===== config.mk =====
export PLATFORM = sky130hd
export DESIGN_NAME = ndt_timing_gen
export DESIGN_NICKNAME = d
export VERILOG_FILES = /design/src/ndt_pkg.sv /design/src/ndt_timing_gen.sv
export SDC_FILE = /design/constraint.sdc
export NUM_CORES = 1
export LEC_CHECK = 0
export BUFFER_PORTS_ARGS = -buffer_cell sky130_fd_sc_hd__clkbuf_2
export CORE_ASPECT_RATIO = 0.5
export CORE_MARGIN = 8
export CORE_UTILIZATION = 50
export CTS_BUF_LIST = sky130_fd_sc_hd__clkbuf_4 sky130_fd_sc_hd__clkbuf_8
export CTS_CLUSTER_SIZE = 24
export DETAILED_ROUTE_END_ITERATION = 6
export GPL_ROUTABILITY_DRIVEN = 0
export HOLD_SLACK_MARGIN = 0.12
export PLACE_DENSITY = 0.76
export SETUP_SLACK_MARGIN = 0.2
export SLEW_MARGIN = 15
export SYNTH_ARGS = -nofsm -noshare
export SYNTH_HDL_FRONTEND = slang
export SYNTH_SLANG_ARGS = --single-unit

===== constraint.sdc =====
create_clock -name clk -period 7.8 [get_ports clk]
set_input_delay 0.39 -clock clk [delete_from_list [all_inputs] [get_ports clk]]
set_output_delay 0.39 -clock clk [all_outputs]
set_load 0.005 [all_outputs]

===== src/ndt_pkg.sv =====
// Constants and field layout for the non-page DRAM timing generator
package ndt_pkg;
  // Register word indices; byte address is four times the index
  localparam logic [15:0] NDT_TIMING_IDX = 16'h4072; // Timing register
  localparam logic [15:0] NDT_STATUS_IDX = 16'h4073; // Sequencer status
  localparam int NDT_ADDR_W = 18; // Byte address width
  // Field positions in the timing register
  localparam int NDT_MODE_LSB = 13; // Row strobe start select, 2 bits
  localparam int NDT_RAW_DIS_BIT = 12; // Read-after-write wait disable
  localparam int NDT_WR_DEL_LSB = 10; // Write column delay, 2 bits
  localparam int NDT_RD_DEL_LSB = 8; // Read column delay, 2 bits
  localparam int NDT_HOLD_LSB = 5; // Row hold after column, 2 bits
  localparam int NDT_CASW_LSB = 2; // Column strobe width, 3 bits
  localparam int NDT_WS_LSB = 0; // Minimum wait states, 2 bits
  localparam logic [15:0] NDT_KEEP_MASK = 16'h7F7F; // Bits 15 and 7 dropped
  localparam logic [15:0] NDT_TIMING_RESET = 16'h0000; // Reset value
  // Row strobe start codes
  localparam logic [1:0] NDT_MODE_FROM_STATUS = 2'h3; // Start mid status
  // Timing in half processor clocks, counted from the status sample
  localparam logic [6:0] NDT_STATUS_MID_H = 7'h01; // Middle of status
  localparam logic [6:0] NDT_TSM_H = 7'h02; // End of status cycle
  localparam logic [6:0] NDT_SAME_BANK_H = 7'h03; // Mid first command cycle
  localparam logic [6:0] NDT_ONE_CLK_H = 7'h02; // One processor clock
  localparam logic [6:0] NDT_RAW_OFF_H = 7'h02; // Tsm+1
  localparam logic [6:0] NDT_EMS_OFF_H = 7'h04; // Tsm+2
  localparam logic [6:0] NDT_BOTH_OFF_H = 7'h08; // Tsm+4
  // Extra wait states per access class
  localparam logic [6:0] NDT_RAW_RD_WS = 7'h01;
  localparam logic [6:0] NDT_EMS_RD_WS = 7'h02;
  localparam logic [6:0] NDT_EMS_WR_WS = 7'h01;
  localparam logic [6:0] NDT_BOTH_RD_WS = 7'h03;
  // Processor clock half period
  localparam int NDT_CLK_PERIOD_NS = 10; // System clock period
  localparam int NDT_HALF_NS = 20; // Default processor half period
  localparam int NDT_HALF_CYCLES = (NDT_HALF_NS + NDT_CLK_PERIOD_NS - 1) / NDT_CLK_PERIOD_NS;
  typedef enum logic [0:0] {NDT_IDLE, NDT_RUN} ndt_state_e;
endpackage : ndt_pkg


===== src/ndt_timing_gen.sv =====
// Non-page DRAM cycle timing generator with Wishbone timing register
//
// The Wishbone register port is this design's own decision.
`timescale 1ns/100ps
`default_nettype none
module ndt_timing_gen
  import ndt_pkg::*;
#(
  parameter int HALF_CYCLES = NDT_HALF_CYCLES // System clocks per processor half period
) (
  input wire logic clk, // System clock
  input wire logic reset, // Synchronous reset, active high
  input wire logic wbCyc, // Wishbone cycle
  input wire logic wbStb, // Wishbone strobe
  input wire logic wbWe, // Wishbone write enable
  input wire logic [NDT_ADDR_W-1:0] wbAdr, // Wishbone byte address
  input wire logic [3:0] wbSel, // Wishbone byte selects
  input wire logic [31:0] wbDatIn, // Wishbone write data
  output logic [31:0] wbDatOut, // Wishbone read data
  output logic wbAck, // Wishbone acknowledge
  input wire logic statusStrobeA_n, // Write status, active low
  input wire logic statusStrobeB_n, // Read status, active low
  input wire logic [1:0] bankSel, // DRAM bank of this access
  input wire logic interleaveOn, // Non-page interleave selected
  input wire logic interleaveMiss, // Interleave wait cycle
  input wire logic expansionAccess, // Expansion memory access
  input wire logic dataLatched, // Processor has latched read data
  input wire logic [15:0] dramDataIn, // Data from DRAM array
  output logic procClock, // Processor clock
  output logic rowStrobe_n, // Row strobe, active low
  output logic colStrobe_n, // Column strobe, active low
  output logic colAddrSel, // High selects column address
  output logic dramWrite_n, // DRAM write enable, active low
  output logic readyOut, // One-cycle end-of-cycle pulse
  output logic [15:0] procDataOut, // Read data to processor
  output logic procDataOe, // Drives processor data bus
  output logic extCacheEnable // External cache allowed
);

  // Whole module state
  typedef struct packed {
    logic [15:0] timing; // Timing register
    logic [31:0] rdData; // Bus read data
    logic ack; // Bus acknowledge
    logic [15:0] divCnt; // Half period divider
    logic pclk; // Processor clock level
    ndt_state_e state; // Sequencer state
    logic [6:0] half; // Half clocks since status sample
    logic isWrite; // Current cycle is a write
    logic rawHit; // Read after write counted
    logic emsHit; // Expansion memory access
    logic ilvHit; // Interleave wait
    logic sameBank; // Back-to-back to same bank
    logic lastWrite; // Previous cycle was a write
    logic lastValid; // A previous cycle exists
    logic [1:0] lastBank; // Bank of previous cycle
    logic rasN; // Row strobe
    logic casN; // Column strobe
    logic colSel; // Column address select
    logic wrN; // DRAM write enable
    logic ready; // Ready pulse
    logic [15:0] pData; // Latched read data
    logic pOe; // Read data drive
  } ndt_state_s;

  ndt_state_s s;
  ndt_state_s next_s;

  // Timing fields read straight from the live register
  logic [1:0] mode;
  logic [6:0] delH;
  logic [1:0] delCode;
  logic [6:0] rasOff;
  logic [6:0] rasStart;
  logic [6:0] casRef;
  logic [6:0] casStart;
  logic [6:0] casEnd;
  logic [6:0] rasEnd;
  logic [6:0] extraWs;
  logic [6:0] minEnd;
  logic [6:0] readyAt;
  logic tick;
  logic regHit;
  logic statHit;

  // Decode of the timing fields; no shadow copy, so a write acts at once
  always_comb begin
    mode = s.timing[NDT_MODE_LSB +: 2];
    delCode = s.isWrite ? s.timing[NDT_WR_DEL_LSB +: 2] : s.timing[NDT_RD_DEL_LSB +: 2];
    delH = NDT_ONE_CLK_H + {5'h00, delCode};
    // Special-cycle row offsets from end of status cycle
    if (s.rawHit && s.ilvHit) begin
      rasOff = NDT_BOTH_OFF_H;
      extraWs = s.isWrite ? 7'h00 : NDT_BOTH_RD_WS;
    end else if (s.emsHit || s.ilvHit) begin
      rasOff = NDT_EMS_OFF_H;
      extraWs = s.isWrite ? NDT_EMS_WR_WS : NDT_EMS_RD_WS;
    end else if (s.rawHit) begin
      rasOff = NDT_RAW_OFF_H;
      extraWs = NDT_RAW_RD_WS;
    end else begin
      rasOff = 7'h00;
      extraWs = 7'h00;
    end
    // Row start point
    if (rasOff != 7'h00) begin
      rasStart = NDT_TSM_H + rasOff;
    end else if (s.sameBank) begin
      rasStart = NDT_SAME_BANK_H;
    end else if (mode == NDT_MODE_FROM_STATUS) begin
      rasStart = NDT_STATUS_MID_H;
    end else begin
      rasStart = NDT_TSM_H;
    end
    // Column delay reference follows the status strobe when row starts there
    casRef = (mode == NDT_MODE_FROM_STATUS && rasStart == NDT_STATUS_MID_H) ? NDT_STATUS_MID_H : rasStart;
    casStart = casRef + delH;
    // Width 1..4.5 clocks, trimmed half a clock for delay codes 01 and 10
    casEnd = casStart + NDT_ONE_CLK_H + {4'h0, s.timing[NDT_CASW_LSB +: 3]}
      - {6'h00, delCode[0] ^ delCode[1]};
    // Hold 1..2.5 clocks, trimmed half a clock on 1.5 or 2.5 delays
    rasEnd = casEnd + NDT_ONE_CLK_H + {5'h00, s.timing[NDT_HOLD_LSB +: 2]}
      - {6'h00, delCode[0]};
    // Minimum cycle: status cycle plus one command clock plus waits
    minEnd = NDT_TSM_H + NDT_ONE_CLK_H
      + ((({5'h00, s.timing[NDT_WS_LSB +: 2]} + extraWs) << 1) & 7'h7F);
    readyAt = (rasEnd > minEnd) ? rasEnd : minEnd;
  end

  // Bus decode; unmapped words read zero and still acknowledge
  assign regHit = (wbAdr[NDT_ADDR_W-1:2] == NDT_TIMING_IDX);
  assign statHit = (wbAdr[NDT_ADDR_W-1:2] == NDT_STATUS_IDX);
  // Half period tick drives both processor clock phases
  assign tick = (s.divCnt == 16'(HALF_CYCLES - 1));

  // Next-state logic
  always_comb begin
    next_s = s;
    next_s.ready = 1'b0;
    // Single-wait Wishbone slave: ack the cycle after strobe, then drop it
    next_s.ack = wbCyc && wbStb && !s.ack;
    if (wbCyc && wbStb && !s.ack) begin
      if (wbWe && regHit) begin
        // Reserved bits never stored
        if (wbSel[0]) begin
          next_s.timing[7:0] = wbDatIn[7:0] & NDT_KEEP_MASK[7:0];
        end
        if (wbSel[1]) begin
          next_s.timing[15:8] = wbDatIn[15:8] & NDT_KEEP_MASK[15:8];
        end
      end
      if (regHit) begin
        next_s.rdData = {16'h0000, s.timing & NDT_KEEP_MASK};
      end else if (statHit) begin
        next_s.rdData = {24'h000000, s.state == NDT_RUN, s.lastWrite, s.isWrite,
          s.rasN, s.casN, s.colSel, s.pOe, s.ready};
      end else begin
        next_s.rdData = 32'h00000000;
      end
    end
    // Processor clock divider
    next_s.divCnt = tick ? 16'h0000 : s.divCnt + 16'h0001;
    if (tick) begin
      next_s.pclk = !s.pclk;
    end
    // Read data stays driven until the processor takes it
    if (s.pOe && dataLatched) begin
      next_s.pOe = 1'b0;
    end
    case (s.state)
      NDT_IDLE: begin
        // A status strobe on a half tick opens a cycle
        if (tick && (!statusStrobeA_n || !statusStrobeB_n)) begin
          next_s.state = NDT_RUN;
          next_s.half = 7'h01;
          next_s.isWrite = !statusStrobeA_n;
          next_s.rawHit = statusStrobeA_n && s.lastWrite && !s.timing[NDT_RAW_DIS_BIT];
          next_s.emsHit = expansionAccess;
          next_s.ilvHit = interleaveMiss;
          next_s.sameBank = interleaveOn && s.lastValid && (bankSel == s.lastBank);
          next_s.lastBank = bankSel;
          next_s.lastValid = 1'b1;
        end
      end
      NDT_RUN: begin
        // Each half tick advances the half count; any strobe edges due at that count move together
        if (tick) begin
          next_s.half = s.half + 7'h01;
          if (s.half == rasStart) begin
            next_s.rasN = 1'b0;
          end
          if (s.half == rasStart + NDT_ONE_CLK_H) begin
            next_s.colSel = 1'b1;
          end
          if (s.half == casStart) begin
            next_s.casN = 1'b0;
            next_s.wrN = !s.isWrite;
          end
          if (s.half == casEnd) begin
            next_s.casN = 1'b1;
            next_s.wrN = 1'b1;
            if (!s.isWrite) begin
              next_s.pData = dramDataIn;
              next_s.pOe = 1'b1;
            end
          end
          if (s.half == rasEnd) begin
            next_s.rasN = 1'b1;
            next_s.colSel = 1'b0;
          end
          if (s.half >= readyAt) begin
            next_s.ready = 1'b1;
            next_s.state = NDT_IDLE;
            next_s.lastWrite = s.isWrite;
            next_s.rasN = 1'b1;
            next_s.casN = 1'b1;
            next_s.wrN = 1'b1;
            next_s.colSel = 1'b0;
          end
        end
      end
      default: begin
        next_s.state = NDT_IDLE;
      end
    endcase
  end

  // State register
  always_ff @(posedge clk) begin
    if (reset) begin
      s <= '0;
      s.timing <= NDT_TIMING_RESET;
      s.state <= NDT_IDLE;
      s.rasN <= 1'b1;
      s.casN <= 1'b1;
      s.wrN <= 1'b1;
    end else begin
      s <= next_s;
    end
  end

  // Outputs straight from state flops
  assign wbDatOut = s.rdData;
  assign wbAck = s.ack;
  assign procClock = s.pclk;
  assign rowStrobe_n = s.rasN;
  assign colStrobe_n = s.casN;
  assign colAddrSel = s.colSel;
  assign dramWrite_n = s.wrN;
  assign readyOut = s.ready;
  assign procDataOut = s.pData;
  assign procDataOe = s.pOe;
  // Cache stays off: non-page mode has no external cache path
  assign extCacheEnable = 1'b0;
endmodule : ndt_timing_gen
`default_nettype wire


==> results of run 1 <==
-- stage by stage --
stage,cells,area (sq um),utilization,power [mW]
final,867,6060,0.555,1.35
after global routing,867,6060,0.555,1.44
after CTS,867,6040,0.554,1.34
after detailed placement,851,5830,0.534,0.996
after global placement,851,5830,0.534,0.970
after floorplan,681,5630,-,0.886
-- cells in the mapped netlist (6+ instances only) --
cell / instances / area share
a221oi_1: 7 / 0.011
o21ai_0: 31 / 0.028
and2_1: 6 / 0.0067
nand2_1: 36 / 0.024
nand2b_1: 7 / 0.0079
dfxtp_1: 86 / 0.31
fa_1: 6 / 0.022
or3_1: 8 / 0.0090
xnor2_1: 16 / 0.025
nand4_1: 12 / 0.013
xor2_1: 20 / 0.031
mux2i_1: 23 / 0.041
clkbuf_1: 23 / 0.016
nor3_1: 13 / 0.012
buf_4: 50 / 0.067
inv_1: 41 / 0.028
nor2_1: 65 / 0.044
ha_1: 38 / 0.085
nand3_1: 41 / 0.037
a21oi_1: 51 / 0.046
-- logic make-up (layout without fill, tap and decap cells) --
kind of cell	Yosys count	after routing
flip-flops	86	86
AND/OR/NAND/NOR	227	227
adder cells (fa/ha/maj)	44	44
XOR/XNOR	40	40
multiplexers	24	24
other	2	19
AO/OA/AOI/OAI	121	121
buffers and inverters	120	161
-- layout by cell type (no fill, tap or decap), types with 23 or more instances in the layout --
master / count
clkbuf_2: 99
dfxtp_1: 86
nor2_1: 64
a21oi_1: 51
nand3_1: 41
inv_1: 41
ha_1: 38
nand2_1: 36
o21ai_0: 29
mux2i_1: 23
-- worst min-delay path by stage --
stage	to	slack [ns]	depth (start not counted)
floorplan	wbDatOut[10]	0.43	2
global placement	wbDatOut[12]	0.44	2
detailed placement	wbDatOut[12]	0.45	2
CTS	mode[1]	0.23	3
global route	mode[1]	0.25	3
finish	mode[1]	0.25	3
-- routing by layer --
| metal | part of all wire | global-route usage | wire length (microns) |
|---|---|---|---|
| met3 | 0.060 | 0.0414 | 773 |
| met4 | 0.011 | 0.0380 | 140 |
| met2 | 0.48 | 0.293 | 6220 |
| met1 | 0.45 | 0.217 | 5790 |
| met5 | 0 | 0 | 0 |
-- sequential cells by signal (all words and copies together) (netlist names) --
name / flops
s: 45
procDataOut: 16
wbDatOut: 15
mode: 2
colAddrSel: 1
colStrobe_n: 1
dramWrite_n: 1
procClock: 1
procDataOe: 1
readyOut: 1
rowStrobe_n: 1
wbAck: 1
-- critical path: cells and delay by family (launching register included) --
| family | cells | cell delay (ns) |
|---|---|---|
| adder cells (fa/ha/maj) | 10 | 3.00 |
| AO/OA/AOI/OAI | 9 | 1.90 |
| AND/OR/NAND/NOR | 4 | 0.95 |
| flip-flops | 1 | 0.36 |
| multiplexers | 1 | 0.25 |
| buffers and inverters | 5 | 0.26 |
| XOR/XNOR | 1 | 0.32 |
-- area by class of cell --
type                       instances  area share
timing repair buffer             103      0.0867
inverter                          42      0.0260
clock buffer                      10      0.0227
tap                              145      0.0299
multi-input combinational        475       0.538
sequential                        86       0.284
clock inverter                     6      0.0124
-- timing repair --
item	4_1_cts	5_1_grt
endpoints found under the setup margin	0	6
hold buffers	0	0
resized for setup	0	5
-- where the power goes --
| part | total, mW | internal, mW | switching (mW) | leakage (nW) |
|---|---|---|---|---|
| Sequential | 0.462 | 0.449 | 0.0128 | 0.695 |
| Clock | 0.336 | 0.162 | 0.174 | 0.106 |
| Combinational | 0.548 | 0.236 | 0.312 | 1.94 |
| Total | 1.35 | 0.848 | 0.499 | 2.74 |
==> results.toml, run 1 <==
[die]
coreArea_sq_um = 10900
fp.dieH_microns = 90.6
dieArea_sq_um = 15000
io_pins = 140
die_w_microns = 165
core.rowCount = 27
start_util = 0.510

[synthesis]
synth-edff-count = 0
synth.ff_latch_count = 86
synth_compound_area_frac = 0.136
synth_top_family_by_area = "simple AND/OR/NAND/NOR gates"
synth_area_sq_um = 5570
synth-xor-area-share = 0.0731
ys.flop_type = "dfxtp_1"
async_flop_share = 0
synth-adder-area-share = 0.107
synth-simple-area-share = 0.211
synth_mux_area_frac = 0.0434
syn_area_per_cell_sq_um = 8.38
yosysWarningCount = 0
syn_inst = 664
yosysSeqAreaShare = 0.309
synthDistinctLibCells = 68

[finish]
antenna_cells = 0
multi_input_area_sq_um = 3260
nFillCells = 1024
syn_to_final_growth_pct = 8.88
nNetsFinal = 844
register_area_sq_um = 1720
drive_above_1_share = 0.187

[worst_setup_path]
slowest_stage = "fa_1"
critPathMostFrequentCell = "ha_1"
path_class = "register to register"
reg2reg_from = "s[26]"
worst_r2r_endpoint = "colStrobe_n"
r2r_cells = 30
startpoint_type = "register"
slowest_delay_ns = 0.53
setup.worst_path.start = "s[26]"
worst_ep_required_time_ns = 8.02
r2r_setup_slack_ns = 0.62
crit_path_max_fanout = 5
cp_data_arrival_time_ns = 7.40
crit_end = "colStrobe_n"
endpoint_kind = "register"

[power_and_ir_drop]
static-leakage-power_nw = 2.74
p_per_area_nw_per_um2 = 222
vdd_drop_max_mv = 0.138

[job]
cap_violations = 0

[placement]
pre_cts_slack_ns = 0.326
hpwl_mm = 9.94
io_buffers = 99

[global_routing]
grt_max_degree = 68
grt_overflow = 0
antenna_found_initial = 0
gr-usage-all-layers = 0.173
grt_pass1_wl_mm = 21.4
grt_pass1_vias = 4498

[timing]
slew_headroom = 0.523
report.final.slew_viol_count = 0
worstMarginPinSlew_ns = 0.716
finalCritPeriodShare = 0.921
period_minus_slack_ns = 7.18
fin_ws_ns = 0.619
skew_ns = 0.0179
setup_viol = 0
rsz0062_at_grt = "no"
hold_ws_ns = 0.246
fmax_mhz = 139
setup_tns_ns = 0
hold_viol = 0

[route]
dr.pass1.iters = 4
final_antenna_net_count = 0
drtIter0Drc = 226
vias = 4635
wirelength_mm = 12.9
vias_per_cell = 5.35
post_drt_wl_per_cell_microns = 14.9
drc_errors = 0

[cts]
cts_tree = "done"
clk_latency_ns = 0.37
clkSinkCount = 86
ctsHtreeMaxLevel = 3
cts_root_buf = "clkbuf_8"
clk_pin_slew_worst_paths_ns = 0.10
cts-buffers-inserted = 9
clockBufferDepth = 2
cts_setup_buffers = 0

[hold_path]
hp-class = "input port to register"
worstHoldStart = "wbDatIn[14]"

[run_status]
outcome = "finished, final reports clean"
Power figures use the tool's default switching activity.
==> inputs of run 2 (changes only) <==
==> constraint.sdc (replaced) <==
create_clock -name clk -period 7.8 [get_ports clk]
set_input_delay 1.17 -clock clk [delete_from_list [all_inputs] [get_ports clk]]
set_output_delay 1.17 -clock clk [all_outputs]
set_load 0.005 [all_outputs]
==> results.toml, run 2 (same netlist as run 1, synthesis figures left out) <==
[run_status]
outcome = "finished, final reports clean"

[route]
drc_errors = 0
post_drt_wl_per_cell_microns = 15.0
drtIter0Drc = 224
vias = 4627
vias_per_cell = 5.33
dr.pass1.iters = 5
wirelength_mm = 13.1
final_antenna_net_count = 0

[worst_setup_path]
startpoint_type = "register"
reg2reg_from = "s[26]"
worst_r2r_endpoint = "colStrobe_n"
worst_ep_required_time_ns = 8.00
crit_cells = 27
slowest_delay_ns = 0.71
path_class = "register to register"
slowest_stage = "xor2_1"
crit_end = "colStrobe_n"
critPathMostFrequentCell = "ha_1"
cp_data_arrival_time_ns = 7.37
crit_path_max_fanout = 11
r2r_cells = 27
setup.worst_path.start = "s[26]"
path_buf_inv = 5
path_delay_family = "adder cells"
endpoint_kind = "register"
r2r_setup_slack_ns = 0.64

[die]
dieArea_sq_um = 15000
fp.dieH_microns = 90.6
io_pins = 140
coreArea_sq_um = 10900
die_w_microns = 165
start_util = 0.510
core.rowCount = 27

[timing]
slew_headroom = 0.443
finalCritPeriodShare = 0.919
skew_ns = 0.0160
setup_viol = 0
setup_tns_ns = 0
period_minus_slack_ns = 7.16
hold_viol = 0
rsz0062_at_grt = "no"
fmax_mhz = 140
report.final.slew_viol_count = 0
worstMarginPinSlew_ns = 0.832

[cts]
ctsHtreeMaxLevel = 3
clk_latency_ns = 0.36
clkSinkCount = 86
cts-buffers-inserted = 9
clk_pin_slew_worst_paths_ns = 0.09
cts_root_buf = "clkbuf_8"
clockBufferDepth = 2
cts_setup_buffers = 0
cts_tree = "done"

[placement]
io_buffers = 99
hpwl_mm = 9.95
placed_area_sq_um = 5840

[finish]
antenna_cells = 0
design_area_sq_um = 6080
nFillCells = 1003
nNetsFinal = 845
largest_register_ffs = 45
multi_input_area_sq_um = 3250
layout_commonest_cell = "clkbuf_2"
drive_above_1_share = 0.188
largest_register = "s"
register_area_sq_um = 1720
final_cell_mix = "clkbuf_2 (99), dfxtp_1 (86), nor2_1 (64)"
syn_to_final_growth_pct = 9.22

[global_routing]
gr-usage-all-layers = 0.173
grt_pass1_wl_mm = 21.5
grt_pass1_vias = 4559
grtUsageMet1 = 0.214
use_met3 = 0.0455
grt_overflow = 0
busiest_layer = "met2"
grt_max_degree = 68
antenna_found_initial = 0
grt_use_met2 = 0.292

[hold_path]
hp-class = "register to register"

[job]
cap_violations = 0

[power_and_ir_drop]
p_per_area_nw_per_um2 = 223
static-leakage-power_nw = 2.76
vdd_drop_max_mv = 0.146
-- run 2: changes by cell type in the layout (fill, tap and decap cells not counted), sizes merged --
| cell | change |
|---|---|
| clkinv | +3 |
| clkinvlp | -1 |
| buf | +1 |
| bufinv | +1 |
| inv | -3 |
-- run 2: how the worst min path moves through the flow --
stage | start | to | cells past startpoint
floorplan | wbDatOut[10] | wbDatOut[10] | 2
global placement | wbDatOut[12] | wbDatOut[12] | 2
detailed placement | wbDatOut[12] | wbDatOut[12] | 2
CTS | wbDatOut[12] | wbDatOut[12] | 2
global route | s[22] | s[22] | 2
finish | wbDatOut[12] | wbDatOut[12] | 2
-- run 2: final cells by class --
| class | instances | area share |
|---|---|---|
| timing repair buffer | 104 | 0.0877 |
| tap | 145 | 0.0298 |
| sequential | 86 | 0.283 |
| clock inverter | 6 | 0.0154 |
| inverter | 42 | 0.0259 |
| multi-input combinational | 475 | 0.535 |
| clock buffer | 10 | 0.0226 |
-- run 2: what timing repair did --
| action | in CTS | in global routing |
|---|---|---|
| setup endpoints to repair | 0 | 5 |
| hold buffers | 0 | 0 |
| gates resized for setup | 0 | 4 |
-- run 2: metrics by stage --
stage	worst slack, ns	hold WS [ns]	util	power (mW)	instances
floorplan	1.20	0.432	-	0.886	681
global placement	0.643	0.440	0.535	0.979	852
detailed placement	0.445	0.446	0.535	1.00	852
CTS	0.433	0.459	0.556	1.36	868
global route	0.231	0.483	0.557	1.45	868
finish	0.635	0.455	0.557	1.36	868
-- run 2: tightest hold or removal path: stages (launching register included) --
cell and delay [ns]:
dfxtp_1 0.32, nand2_1 0.05, a21oi_1 0.05
-- run 2: report_power, final --
part	leakage (nW)	switching, mW	internal, mW
Combinational	1.95	0.299	0.237
Clock	0.118	0.167	0.192
Sequential	0.695	0.0127	0.449
-- run 2: metal layers --
layer  routed length, microns  vias to the layer above
met3                      799                       16
met1                     5840                     2157
met4                      158                        0
li1                         -                     2354
met2                     6260                      100
met5                        0                        -
